### src/verilog/psfp_defines.svh
`ifndef PSFP_DEFINES_SVH
`define PSFP_DEFINES_SVH

// timing figures in ns, and the clock period they are counted against
`define PSFP_CLK_PERIOD_NS      50
`define PSFP_OC_DELAY_NS        100
`define PSFP_OC_DELAY_CYC       ((`PSFP_OC_DELAY_NS + `PSFP_CLK_PERIOD_NS - 1) / `PSFP_CLK_PERIOD_NS)
`define PSFP_WINDOW_NS          100
`define PSFP_WINDOW_CYC         ((`PSFP_WINDOW_NS + `PSFP_CLK_PERIOD_NS - 1) / `PSFP_CLK_PERIOD_NS)
`define PSFP_SC_RESET_NS        400
`define PSFP_SC_RESET_CYC       ((`PSFP_SC_RESET_NS + `PSFP_CLK_PERIOD_NS - 1) / `PSFP_CLK_PERIOD_NS)
`define PSFP_CNT_W              8

// status output levels (fault_n, current_trouble_n)
`define PSFP_STAT_IDLE          1'b1
`define PSFP_STAT_ACTIVE        1'b0

`endif

### src/verilog/psfp_pkg.sv
package psfp_pkg;
    typedef enum logic [2:0] {
        PSFP_ST_STARTUP,
        PSFP_ST_RUN,
        PSFP_ST_OVERCURRENT,
        PSFP_ST_SHORT,
        PSFP_ST_DIODE,
        PSFP_ST_DRV_HOT
    } psfp_state_e;

    typedef logic [7:0] psfp_cnt_t;
endpackage : psfp_pkg

### src/verilog/psfp_guard.sv
`timescale 1ns/1ns
`include "psfp_defines.svh"

// Notes on behaviour
// - overcurrent after delay: switch off, flag low
// - overcurrent clears when command goes low
// - delayed overcurrent versus short detect classifies
// - short turnoff uses slowed drive
// - short latched until long low or power
// - switch overheated: diode emulation mode
// - driver overheated: all off, no emulation
// - fault low while hot, auto release
// - driver cools first: back to emulation
// - undervoltage: switch off, fault low
// - aux regulator follows undervoltage hysteresis
// - status encoding of the two outputs
// - both outputs push-pull, high when normal
// - fault low until series switch on
// - slew pin open holds fault low
// - grounded current output merges reporting
// - protection independent of output observation
module psfp_guard
    import psfp_pkg::*;
(
    input  wire logic clk,
    input  wire logic sys_rst,
    input  wire logic clk_en,
    input  wire logic gate_cmd,
    input  wire logic overcurrent_det,
    input  wire logic short_det,
    input  wire logic switch_hot,
    input  wire logic driver_hot,
    input  wire logic supply_ok,
    input  wire logic supply_above_6v,
    input  wire logic series_switch_on,
    input  wire logic slew_set_pin_open,
    input  wire logic current_trouble_pin_in,
    input  wire logic third_quadrant,
    output logic      switch_on,
    output logic      slow_turnoff,
    output logic      diode_emulation,
    output logic      aux_5v_enable,
    output logic      fault_n,
    output logic      current_trouble_n
);

    // every pin but clk, sys_rst and clk_en passes two flip-flops; stage one feeds stage two only
    localparam int NSYNC = 10;
    logic [NSYNC-1:0] sync1_ff;
    logic [NSYNC-1:0] sync2_ff;
    wire  [NSYNC-1:0] raw_in = {gate_cmd, overcurrent_det, short_det, switch_hot, driver_hot,
                                supply_ok, series_switch_on, slew_set_pin_open,
                                current_trouble_pin_in, third_quadrant};

    always_ff @(posedge clk or posedge sys_rst) begin
        if (sys_rst) begin
            sync1_ff <= '0;
            sync2_ff <= '0;
        end else if (clk_en) begin
            sync1_ff <= raw_in;
            sync2_ff <= sync1_ff;
        end
    end

    wire s_cmd   = sync2_ff[9];
    wire s_oc    = sync2_ff[8];
    wire s_sc    = sync2_ff[7];
    wire s_shot  = sync2_ff[6];
    wire s_dhot  = sync2_ff[5];
    wire s_uvok  = sync2_ff[4];
    wire s_ser   = sync2_ff[3];
    wire s_open  = sync2_ff[2];
    wire s_ocpin = sync2_ff[1];
    wire s_q3    = sync2_ff[0];

    logic aux_sync1_ff;
    logic aux_sync2_ff;
    always_ff @(posedge clk or posedge sys_rst) begin
        if (sys_rst) begin
            aux_sync1_ff <= 1'b0;
            aux_sync2_ff <= 1'b0;
        end else if (clk_en) begin
            aux_sync1_ff <= supply_above_6v;
            aux_sync2_ff <= aux_sync1_ff;
        end
    end

    // strap sampled once after reset release, held until the next sys_rst
    // strap capture once
    logic strap_done_ff;
    logic combined_ff;
    always_ff @(posedge clk or posedge sys_rst) begin
        if (sys_rst) begin
            strap_done_ff <= 1'b0;
            combined_ff   <= 1'b0;
        end else if (clk_en && !strap_done_ff && s_uvok) begin
            strap_done_ff <= 1'b1;
            combined_ff   <= ~s_ocpin;
        end
    end

    // overcurrent must persist for the turn-off delay
    psfp_cnt_t oc_cnt_ff;
    psfp_cnt_t win_cnt_ff;
    psfp_cnt_t low_cnt_ff;
    wire oc_tripped  = (oc_cnt_ff >= psfp_cnt_t'(`PSFP_OC_DELAY_CYC));
    wire win_elapsed = (win_cnt_ff >= psfp_cnt_t'(`PSFP_WINDOW_CYC));
    wire low_elapsed = (low_cnt_ff >= psfp_cnt_t'(`PSFP_SC_RESET_CYC));

    always_ff @(posedge clk or posedge sys_rst) begin
        if (sys_rst) begin
            oc_cnt_ff  <= '0;
            win_cnt_ff <= '0;
            low_cnt_ff <= '0;
        end else if (clk_en) begin
            oc_cnt_ff  <= (s_oc && !oc_tripped) ? oc_cnt_ff + 8'h01 : (s_oc ? oc_cnt_ff : 8'h00);
            win_cnt_ff <= (s_oc && !win_elapsed) ? win_cnt_ff + 8'h01 : (s_oc ? win_cnt_ff : 8'h00);
            low_cnt_ff <= (!s_cmd && !low_elapsed) ? low_cnt_ff + 8'h01 : (s_cmd ? 8'h00 : low_cnt_ff);
        end
    end

    wire short_first = s_sc && !win_elapsed;
    wire oc_event    = oc_tripped && !short_first;

    psfp_state_e state_ff;
    psfp_state_e nxt_state;

    always_comb begin
        nxt_state = state_ff;
        case (state_ff)
            PSFP_ST_STARTUP: begin
                if (s_ser && s_uvok)
                    nxt_state = PSFP_ST_RUN;
            end
            PSFP_ST_RUN: begin
                if (short_first)
                    nxt_state = PSFP_ST_SHORT;
                else if (oc_event && s_cmd)
                    nxt_state = PSFP_ST_OVERCURRENT;
            end
            PSFP_ST_OVERCURRENT: begin
                if (short_first)
                    nxt_state = PSFP_ST_SHORT;
                else if (!s_cmd)
                    nxt_state = PSFP_ST_RUN;
            end
            PSFP_ST_SHORT: begin
                if (low_elapsed)
                    nxt_state = PSFP_ST_RUN;
            end
            PSFP_ST_DIODE: begin
                if (!s_shot)
                    nxt_state = PSFP_ST_RUN;
            end
            PSFP_ST_DRV_HOT: begin
                if (!s_dhot)
                    nxt_state = s_shot ? PSFP_ST_DIODE : PSFP_ST_RUN;
            end
            default: nxt_state = PSFP_ST_STARTUP;
        endcase
        // thermal states outrank current states; undervoltage outranks all
        // driver overheat
        if (state_ff != PSFP_ST_STARTUP && s_dhot)
            nxt_state = PSFP_ST_DRV_HOT;
        else if (state_ff != PSFP_ST_STARTUP && state_ff != PSFP_ST_DRV_HOT && s_shot)
            nxt_state = PSFP_ST_DIODE;
        if (!s_uvok)
            nxt_state = PSFP_ST_STARTUP;
    end

    always_ff @(posedge clk or posedge sys_rst) begin
        if (sys_rst)
            state_ff <= PSFP_ST_STARTUP;
        else if (clk_en)
            state_ff <= nxt_state;
    end

    logic aux_ff;
    always_ff @(posedge clk or posedge sys_rst) begin
        if (sys_rst)
            aux_ff <= 1'b0;
        else if (clk_en) begin
            if (s_uvok && !s_dhot)
                aux_ff <= 1'b1;
            else if (!aux_sync2_ff || s_dhot)
                aux_ff <= 1'b0;
        end
    end

    // fault classes from state and pins
    wire is_oc      = (state_ff == PSFP_ST_OVERCURRENT);
    wire is_sc      = (state_ff == PSFP_ST_SHORT);
    wire is_hot     = (state_ff == PSFP_ST_DIODE) || (state_ff == PSFP_ST_DRV_HOT);
    wire fault_lvl  = (state_ff == PSFP_ST_STARTUP) || is_hot || s_open;
    wire nxt_fault_n = !(fault_lvl || is_sc || (combined_ff && is_oc));
    wire nxt_cur_n   = !(is_oc || is_sc) || combined_ff;
    wire nxt_switch  = (state_ff == PSFP_ST_RUN) ? (s_cmd && !oc_event && !short_first) :
                       (state_ff == PSFP_ST_DIODE) ? s_q3 : 1'b0;

    always_ff @(posedge clk or posedge sys_rst) begin
        if (sys_rst) begin
            switch_on         <= 1'b0;
            slow_turnoff      <= 1'b0;
            diode_emulation   <= 1'b0;
            fault_n           <= `PSFP_STAT_ACTIVE;
            current_trouble_n <= `PSFP_STAT_IDLE;
        end else if (clk_en) begin
            switch_on         <= nxt_switch;
            slow_turnoff      <= is_sc || (nxt_state == PSFP_ST_SHORT);
            diode_emulation   <= (state_ff == PSFP_ST_DIODE);
            fault_n           <= nxt_fault_n;
            current_trouble_n <= nxt_cur_n;
        end
    end

    assign aux_5v_enable = aux_ff;

endmodule : psfp_guard

### config.mk
export PLATFORM = sky130hd
export DESIGN_NAME = psfp_guard
export DESIGN_NICKNAME = d
export VERILOG_FILES = /design/src/verilog/psfp_pkg.sv /design/src/verilog/psfp_guard.sv
export VERILOG_INCLUDE_DIRS = /design/src /design/src/verilog
export SDC_FILE = /design/constraint.sdc
export NUM_CORES = 1
export LEC_CHECK = 0
export BUFFER_PORTS_ARGS = -buffer_cell sky130_fd_sc_hd__clkbuf_2
export CAP_MARGIN = 0
export CORE_MARGIN = 3
export CORE_UTILIZATION = 59
export CTS_BUF_LIST = sky130_fd_sc_hd__clkbuf_16
export DETAILED_ROUTE_END_ITERATION = 8
export HOLD_SLACK_MARGIN = 0.03
export PLACE_DENSITY = 0.76
export SETUP_SLACK_MARGIN = 0.5
export SLEW_MARGIN = 40
export SYNTH_ARGS = -nofsm -noshare
export SYNTH_HDL_FRONTEND = slang
export SYNTH_SLANG_ARGS = --single-unit
### constraint.sdc
create_clock -name clk -period 2.2 [get_ports clk]
set_input_delay 0.22 -clock clk [delete_from_list [all_inputs] [get_ports clk]]
set_output_delay 0.22 -clock clk [all_outputs]
set_load 0.01 [all_outputs]
==> reports/metrics.yaml, run 1 <==
synthTopCellsByCount: "dfrtp_1 (56), mux2_2 (20), nand2_1 (17)"
ir_drop_mv: 0.670
nets: 280
pin_count: 20
maxCapViolCount: 0
syn_area_um2: 2540
cts_tree: "done"
period_minus_slack_ps: 1710
die-area_um2: 5120
power.leakage_nw: 1.44
yosys-top-cells-area: "dfrtp_1 (55%), mux2_2 (8.9%), ha_1 (3.0%)"
track_usage_pct: 22.1
diodes: 0
yosysSeqAreaShare_pct: 56.3
drc: 0
clock_skew_ps: 4.72
portBuffers: 19
yosys_warnings: 0
rsz0062_at_grt: "yes"
die_h_um: 71.6
dieWidth_um: 71.6
clk_path_buf_depth: 2
rows: 23
grt_max_degree: 35
area_growth_pct: 23.0
antenna_found_initial: 0
avgSynthCellArea_um2: 11.4
post-dp-hpwl_mm: 3.15
p_per_area_nw_per_um2: 1120
synthMostInstantiatedCell: "dfrtp_1"
synthArstFlopShare_pct: 100
nFillCells: 283
clock_sinks: 57
finalWeightedCongestion: 0.876
overflow: 0
dr.pass1.iters: 4
critPathArrivalTime_ps: 1960
cts.clk_slew.worst_paths_ps: 50
timing.final.setup_violations: 0
clockRootBuffer: "clkbuf_16"
synth_top_area_cell: "dfrtp_1"
dr_total_vias: 1811
ys_types: 47
hold_viol: 0
drtIter0Drc: 101
synth_enable_flop_cells: 0
final.period_utilization_pct: 77.6
worstPathRequired_ps: 2450
synthFlopType: "dfrtp_1"
grt_pass1_wl_mm: 8.62
synth_top_area_share_pct: 55.2
synth_cells: 223
critPathKind: "reg2reg"
drv_slew: 0
wirelength_mm: 5.06
cts_made_buffers: 9
crit_path_end_kind: "flop"
clk_latency_ps: 320
clock.fmax_mhz: 585
final_util_pct: 76.4
hold_slack_ps: 128
tightest_slew_ps: 671
seqCellArea_um2: 1430
cts_max_level: 3
drive_gt1_share_pct: 32.8
relSlewSlack_pct: 55.2
cp-start-kind: "flop"
worst-path-max-fanout: 3
status: "finished clean"
hp-class: "in2reg"
viasPerCell: 5.75
initial_core_util_pct: 62.1
routedWlPerCell_um: 16.1
ys_ff_latch: 57
ant_nets: 0
syn_nets: 243
grt_pass1_vias: 1827
multiInputGateArea_um2: 1080
tns_ps: 0
core_area_um2: 4090
## area by class of cell
cell class | count | share of cell area, %
clock inverter | 7 | 1.72
inverter | 11 | 1.32
clock buffer | 9 | 7.22
tap | 50 | 2.00
sequential | 57 | 45.8
timing repair buffer | 35 | 7.22
multi-input combinational | 146 | 34.7
## critical path: stages, from the launching register on
cell and delay (ps):
dfrtp_1 380, inv_2 80, ha_4 160, nor4_4 260, nand2_2 160, a211oi_4 340
a41oi_2 150, nor2_1 100
## cell usage in the layout (no fill, tap or decap), types with 4 or more instances in the layout
cell type,n
clkinv_1,4
clkbuf_2,19
nand2_1,16
a21oi_1,10
inv_1,10
buf_4,13
and2_1,9
clkbuf_16,9
dfrtp_1,54
ha_1,4
a31oi_1,5
o21ai_0,14
mux2_2,20
nor2_1,16
## flip-flops by register name, indices dropped and copies added (netlist names), 3 cells and up
signal	count
win_cnt_ff	8
sync1_ff	10
sync2_ff	10
state_ff	3
low_cnt_ff	8
oc_cnt_ff	8
## logic make-up (layout without fill, tap and decap cells)
group	Yosys count	in the layout	synth area share, %
AND/OR/NAND/NOR	64	64	13.2
flip-flops	57	57	56.3
AO/OA/AOI/OAI	53	53	13.6
multiplexers	22	22	9.66
buffers and inverters	20	62	4.04
adder cells (fa/ha/maj)	6	6	2.96
XOR/XNOR	1	1	0.345
## metrics by stage
step	total power [mW]	worst slack (ps)	instance area [um2]	instances
global route	3.67	338	3120	315
detailed placement	1.96	367	2670	288
finish	3.48	492	3120	315
floorplan	1.82	537	2540	223
CTS	3.31	498	3000	310
global placement	1.94	458	2670	288
## worst paths after layout
kind	endpoint	from	slack, ps	cells after the start
setup / recovery	win_cnt_ff[5]	win_cnt_ff[0]	490	7
hold / removal	sync1_ff[2]	slew_set_pin_open	130	2
setup reg to reg	win_cnt_ff[5]	win_cnt_ff[0]	490	7
hold reg to reg	fault_n	sync2_ff[2]	460	1
max in group asynchronous	state_ff[0]	sys_rst	1010	4
min in group asynchronous	oc_cnt_ff[7]	sys_rst	530	3
## timing repair
item	CTS	global route
endpoints found under the setup margin	5	12
hold buffers	1	0
resized for setup	1	18
hold endpoints to repair	31	0
pin swaps	2	6
setup buffers	5	5
## power by group
| part | total, mW | switching (mW) | internal, mW | leakage [nW] |
|---|---|---|---|---|
| clock network | 1.28 | 0.431 | 0.850 | 0.144 |
| registers | 1.38 | 0.172 | 1.20 | 0.723 |
| logic | 0.825 | 0.412 | 0.413 | 0.570 |
| total | 3.48 | 1.01 | 2.47 | 1.44 |
## metal layers
metal / part of all wire [%] / vias up / GRT usage, %
li1: - / 871 / -
met1: 45 / 895 / 28.7
met2: 50 / 34 / 34.6
met3: 3.6 / 11 / 4.91
met4: 1.6 / 0 / 12.1
met5: 0 / - / 0
(Power assumes the default switching activity.)
==> run 2: changes to the inputs <==
- CORE_UTILIZATION: 59 -> 53
- PLACE_DENSITY: 0.76 -> 0.72
- clock period: 2.2 -> 1.56 ns (I/O delays scaled with it)
==> reports/metrics.yaml, run 2 (synthesis results as in run 1) <==
grt_pass1_wl_mm: 9.18  # +6.5%
final_area_um2: 3420  # +9.7%
slowest_delay_ps: 440  # +60 ps
cp-start-kind: "flop"
final_cell_mix: "dfrtp_1 (55), buf_4 (25), mux2_2 (20)"
clockRootBuffer: "clkbuf_16"
cts_max_level: 3  # unchanged
clock_skew_ps: 5.50  # +0.771 ps
crit_path_end_kind: "flop"
dr.pass1.iters: 4  # unchanged
overflow: 0  # unchanged
rows: 24  # +4.3%
critPathKind: "reg2reg"
clock.fmax_mhz: 582  # -0.65%
violations: "setup timing"
final_util_pct: 76.5  # +0.15 points
drive_gt1_share_pct: 43.8  # +11 points
dr_total_vias: 1915  # +5.7%
crit_chain: "ha_2, or4_4, nor2_4, o21ai_0, o21ai_1, o21ai_1"
clk_path_buf_depth: 2  # unchanged
p_per_area_nw_per_um2: 1650  # +48%
clk_latency_ps: 320  # about the same
finalWeightedCongestion: 0.894  # +2.0%
worst_slack_ps: -159  # -651 ps
hp-class: "in2reg"
cp_top_family: "simple AND/OR/NAND/NOR gates"
die_h_um: 75.2  # +5.0%
hold_slack_ps: 63.5  # -64.4 ps
tightest_slew_ps: 501  # -170 ps
worst-path-max-fanout: 4  # +1
critPathArrivalTime_ps: 1920  # -40 ps
post-dp-hpwl_mm: 3.36  # +6.7%
crit_slowest_cell: "or4_4"
clock_sinks: 57  # unchanged
status: "finished with violations"
cts.clk_slew.worst_paths_ps: 50  # about the same
dieWidth_um: 75.2  # +5.0%
relSlewSlack_pct: 66.4  # +11 points
routedWlPerCell_um: 16.9  # +4.9%
pin_count: 20  # unchanged
period_minus_slack_ps: 1720  # +11.1 ps
power.leakage_nw: 1.56  # +8.9%
drc: 0  # unchanged
die-area_um2: 5650  # +10%
viasPerCell: 5.72  # -0.57%
wirelength_mm: 5.65  # +12%
drv_slew: 0  # unchanged
dpl-instance-area_um2: 2840  # +6.4%
initial_core_util_pct: 56.7  # -5.4 points
ir_drop_mv: 0.865  # +29%
cts_tree: "done"
grt_max_degree: 34  # -2.9%
track_usage_pct: 22.1  # -0.028 points
maxCapViolCount: 0  # unchanged
worstPathRequired_ps: 1760  # -690 ps
diodes: 0  # unchanged
ant_nets: 0  # unchanged
drtIter0Drc: 109  # +7.9%
grt_pass1_vias: 1862  # +1.9%
area_growth_pct: 34.9
cts_made_buffers: 9  # unchanged
reg_top3: "sync1_ff x10, sync2_ff x10"
final_common_cell: "dfrtp_1"
nFillCells: 265  # -6.4%
antenna_found_initial: 0  # unchanged
hold_viol: 0  # unchanged
nets: 298  # +6.4%
timing.final.setup_violations: 10  # +10
critical_path_buf_inv_count: 0  # -1
core_area_um2: 4470  # +9.5%
portBuffers: 19  # unchanged
final.period_utilization_pct: 110  # +33 points
cp_common_cell: "o21ai_1"
rsz0062_at_grt: "yes"
## run 2: changes by cell type in the layout (fill, tap and decap cells not counted), moves of 3 or more
| cell | change |
|---|---|
| buf_4 | +12 |
| a21oi_1 | -3 |
| o21ai_1 | +3 |
| inv_1 | -5 |
| o21ai_0 | -5 |
| buf_6 | +6 |
## run 2: cell type report
class,count,area [um2],area share [%]
Inverter,11,45.0,1.32
Multi-Input combinational cell,146,1150,33.7
Clock buffer,9,225,6.58
Tap cell,52,65.1,1.90
Timing Repair Buffer,53,398,11.6
Clock inverter,7,109,3.18
Sequential cell,57,1430,41.7
## run 2: routing by layer
| layer | global-route usage, % | vias up | routed length, um |
|---|---|---|---|
| li1 | - | 908 | - |
| met1 | 29.5 | 947 | 2560 |
| met2 | 34.3 | 49 | 2710 |
| met3 | 6.41 | 11 | 257 |
| met4 | 8.35 | 0 | 112 |
| met5 | 0 | - | 0 |
## run 2: path summary, 6_finish.rpt
| kind | slack, ps | cells past startpoint | startpoint | endpoint |
|---|---|---|---|---|
| min in group asynchronous | 400 | 3 | sys_rst | sync1_ff[1] |
| hold reg to reg | 460 | 1 | sync2_ff[2] | fault_n |
| max in group asynchronous | 660 | 4 | sys_rst | low_cnt_ff[6] |
| hold / removal | 60 | 2 | gate_cmd | sync1_ff[9] |
| setup / recovery | -160 | 6 | oc_cnt_ff[1] | state_ff[1] |
| setup reg to reg | -160 | 6 | oc_cnt_ff[1] | state_ff[1] |
## run 2: where the power goes
part / total (mW) / switching (mW) / internal (mW)
logic: 1.55 / 0.762 / 0.785
registers: 1.89 / 0.192 / 1.69
clock network: 2.21 / 0.665 / 1.54
## run 2: repair_timing
action	in CTS	in global routing
pin swaps	13	11
endpoints found under the hold margin	16	0
gates cloned	0	0
endpoints found under the setup margin	28	29
setup buffers	9	3
hold buffers	1	0
resized for setup	22	15
## run 2: metrics by stage
step           std cells  worst slack [ps]  TNS (ps)  total power, mW
2_1_floorplan        223             -36.4     -56.7             2.62
3_3_place_gp         306             -69.3      -158             2.91
3_5_place_dp         306              -139      -398             2.96
4_1_cts              332              -111      -319             5.44
5_1_grt              335              -232     -1750             5.88
6_report             335              -159      -708             5.64
==> run 3: changes to the inputs <==
- CORE_UTILIZATION: 53 -> 34
- PLACE_DENSITY: 0.72 -> 0.49
==> reports/metrics.yaml, run 3 (synthesis results as in run 1) <==
clock.fmax_mhz: 598  # +2.7%
drtIter0Drc: 53  # -51%
slowest_delay_ps: 440  # about the same
finalWeightedCongestion: 0.817  # -8.7%
cts_max_level: 3  # unchanged
initial_core_util_pct: 36.1  # -21 points
p_per_area_nw_per_um2: 1620  # -1.8%
rows: 30  # +25%
portBuffers: 19  # unchanged
timing.final.setup_violations: 8  # -2
viasPerCell: 4.93  # -14%
grt_pass1_vias: 1925  # +3.4%
cp-start-kind: "flop"
routedWlPerCell_um: 13.8  # -18%
clock_skew_ps: 8.24  # +2.75 ps
violations: "setup timing"
tns_ps: -519  # +190 ps
critical_path_buf_inv_count: 0  # unchanged
dr.pass1.iters: 4  # unchanged
critPathKind: "reg2reg"
period_minus_slack_ps: 1670  # -45.9 ps
rsz0062_at_grt: "yes"
final_common_cell: "dfrtp_1"
area_growth_pct: 38.7
antenna_found_initial: 0  # unchanged
grt_pass1_wl_mm: 9.24  # +0.68%
relSlewSlack_pct: 68.8  # +2.4 points
core_area_um2: 7020  # +57%
clockRootBuffer: "clkbuf_16"
diodes: 0  # unchanged
crit_path_end_kind: "flop"
cts_tree: "done"
worstPathRequired_ps: 1810  # +50 ps
grt_max_degree: 58  # +71%
die_h_um: 92.4  # +23%
critPathArrivalTime_ps: 1920  # about the same
cp_top_family: "simple AND/OR/NAND/NOR gates"
cp_num_cells: 6  # unchanged
final.period_utilization_pct: 107  # -2.9 points
drc: 0  # unchanged
die-area_um2: 8540  # +51%
dr_total_vias: 1879  # -1.9%
pin_count: 20  # unchanged
drv_slew: 0  # unchanged
tightest_slew_ps: 466  # -35.4 ps
track_usage_pct: 14.0  # -8.0 points
clk_path_buf_depth: 2  # unchanged
worst-path-max-fanout: 3  # -1
wirelength_mm: 5.26  # -6.9%
ir_drop_mv: 0.805  # -7.0%
maxCapViolCount: 0  # unchanged
final_cell_mix: "dfrtp_1 (53), buf_4 (25), mux2_2 (20)"
final_area_um2: 3520  # +2.8%
dieWidth_um: 92.4  # +23%
ant_nets: 0  # unchanged
nFillCells: 658  # +150%
worst_slack_ps: -113  # +45.9 ps
cts_made_buffers: 9  # unchanged
crit_slowest_cell: "or4_4"
post-dp-hpwl_mm: 3.47  # +3.3%
dpl_worst_slack_ps: -94.0  # +45.0 ps
clk_latency_ps: 330  # about the same
cts.clk_slew.worst_paths_ps: 50  # about the same
hp-class: "in2reg"
clock_sinks: 57  # unchanged
power.leakage_nw: 1.57  # +0.65%
drive_gt1_share_pct: 44.2  # +0.39 points
status: "finished with violations"
hold_viol: 0  # unchanged
reg_top3: "sync1_ff x10, sync2_ff x10"
crit_chain: "ha_2, or4_4, nor2_4, a221oi_2, o211a_1, o21ai_1"
nets: 300  # +0.67%
min_path_cells: 2  # unchanged
dpl-instance-area_um2: 2930  # +3.2%
r2r_cells: 6  # unchanged
overflow: 0  # unchanged
==> run 3: cell count changes in the layout (fill, tap and decap cells not counted), moves of 2 or more <==
| cell | change |
|---|---|
| o21ai_2 | -2 |
| clkinv_2 | -2 |
| inv_1 | +2 |
| dfrtp_2 | +2 |
| o21ai_1 | +4 |
| o21ai_0 | -2 |
| dfrtp_1 | -2 |
==> run 3: where the power goes <==
part           total (mW)  switching (mW)  internal (mW)
clock network        2.20           0.656           1.54
registers            1.89           0.197           1.70
logic                1.60           0.731          0.871
total                5.69            1.58           4.11
==> run 3: layout make-up <==
| cell class | count | area (um2) | area share (%) |
|---|---|---|---|
| clock buffer | 9 | 225 | 6.40 |
| clock inverter | 7 | 110 | 3.13 |
| inverter | 11 | 45.0 | 1.28 |
| multi-input combinational | 146 | 1160 | 32.9 |
| sequential | 57 | 1430 | 40.7 |
| tap | 96 | 120 | 3.41 |
| timing repair buffer | 55 | 429 | 12.2 |
==> run 3: stage by stage <==
stage | hold WS, ps | power (mW) | cells | util (%)
5_1_grt | 58.4 | 6.00 | 381 | 50.1
3_5_place_dp | 249 | 3.07 | 353 | 41.8
3_3_place_gp | 251 | 3.04 | 353 | 41.8
6_report | 60.0 | 5.69 | 381 | 50.1
4_1_cts | 49.3 | 5.67 | 379 | 49.5
2_1_floorplan | 242 | 2.62 | 223 | -
==> run 3: repair_timing <==
item                       4_1_cts  5_1_grt
gates resized for setup         30       11
setup endpoints to repair       27       30
pin swaps                       12        9
hold buffers                     1        0
setup buffers                    9        2
hold endpoints to repair        56        0
==> run 3: worst paths after layout <==
check | start | endpoint | slack [ps]
worst max-delay path | oc_cnt_ff[1] | slow_turnoff | -110
worst min-delay path | driver_hot | sync1_ff[5] | 60
worst max register to register | oc_cnt_ff[1] | slow_turnoff | -110
worst min register to register | sync2_ff[2] | fault_n | 450
max in group asynchronous | sys_rst | current_trouble_n | 820
min in group asynchronous | sys_rst | win_cnt_ff[3] | 440
==> run 3: metal layers <==
layer	vias up	global-route usage, %	part of all wire [%]
met5	-	0	0
met3	8	3.17	4.1
met1	915	18.9	48
met2	41	20.4	46
li1	915	-	-
met4	0	8.91	2.3
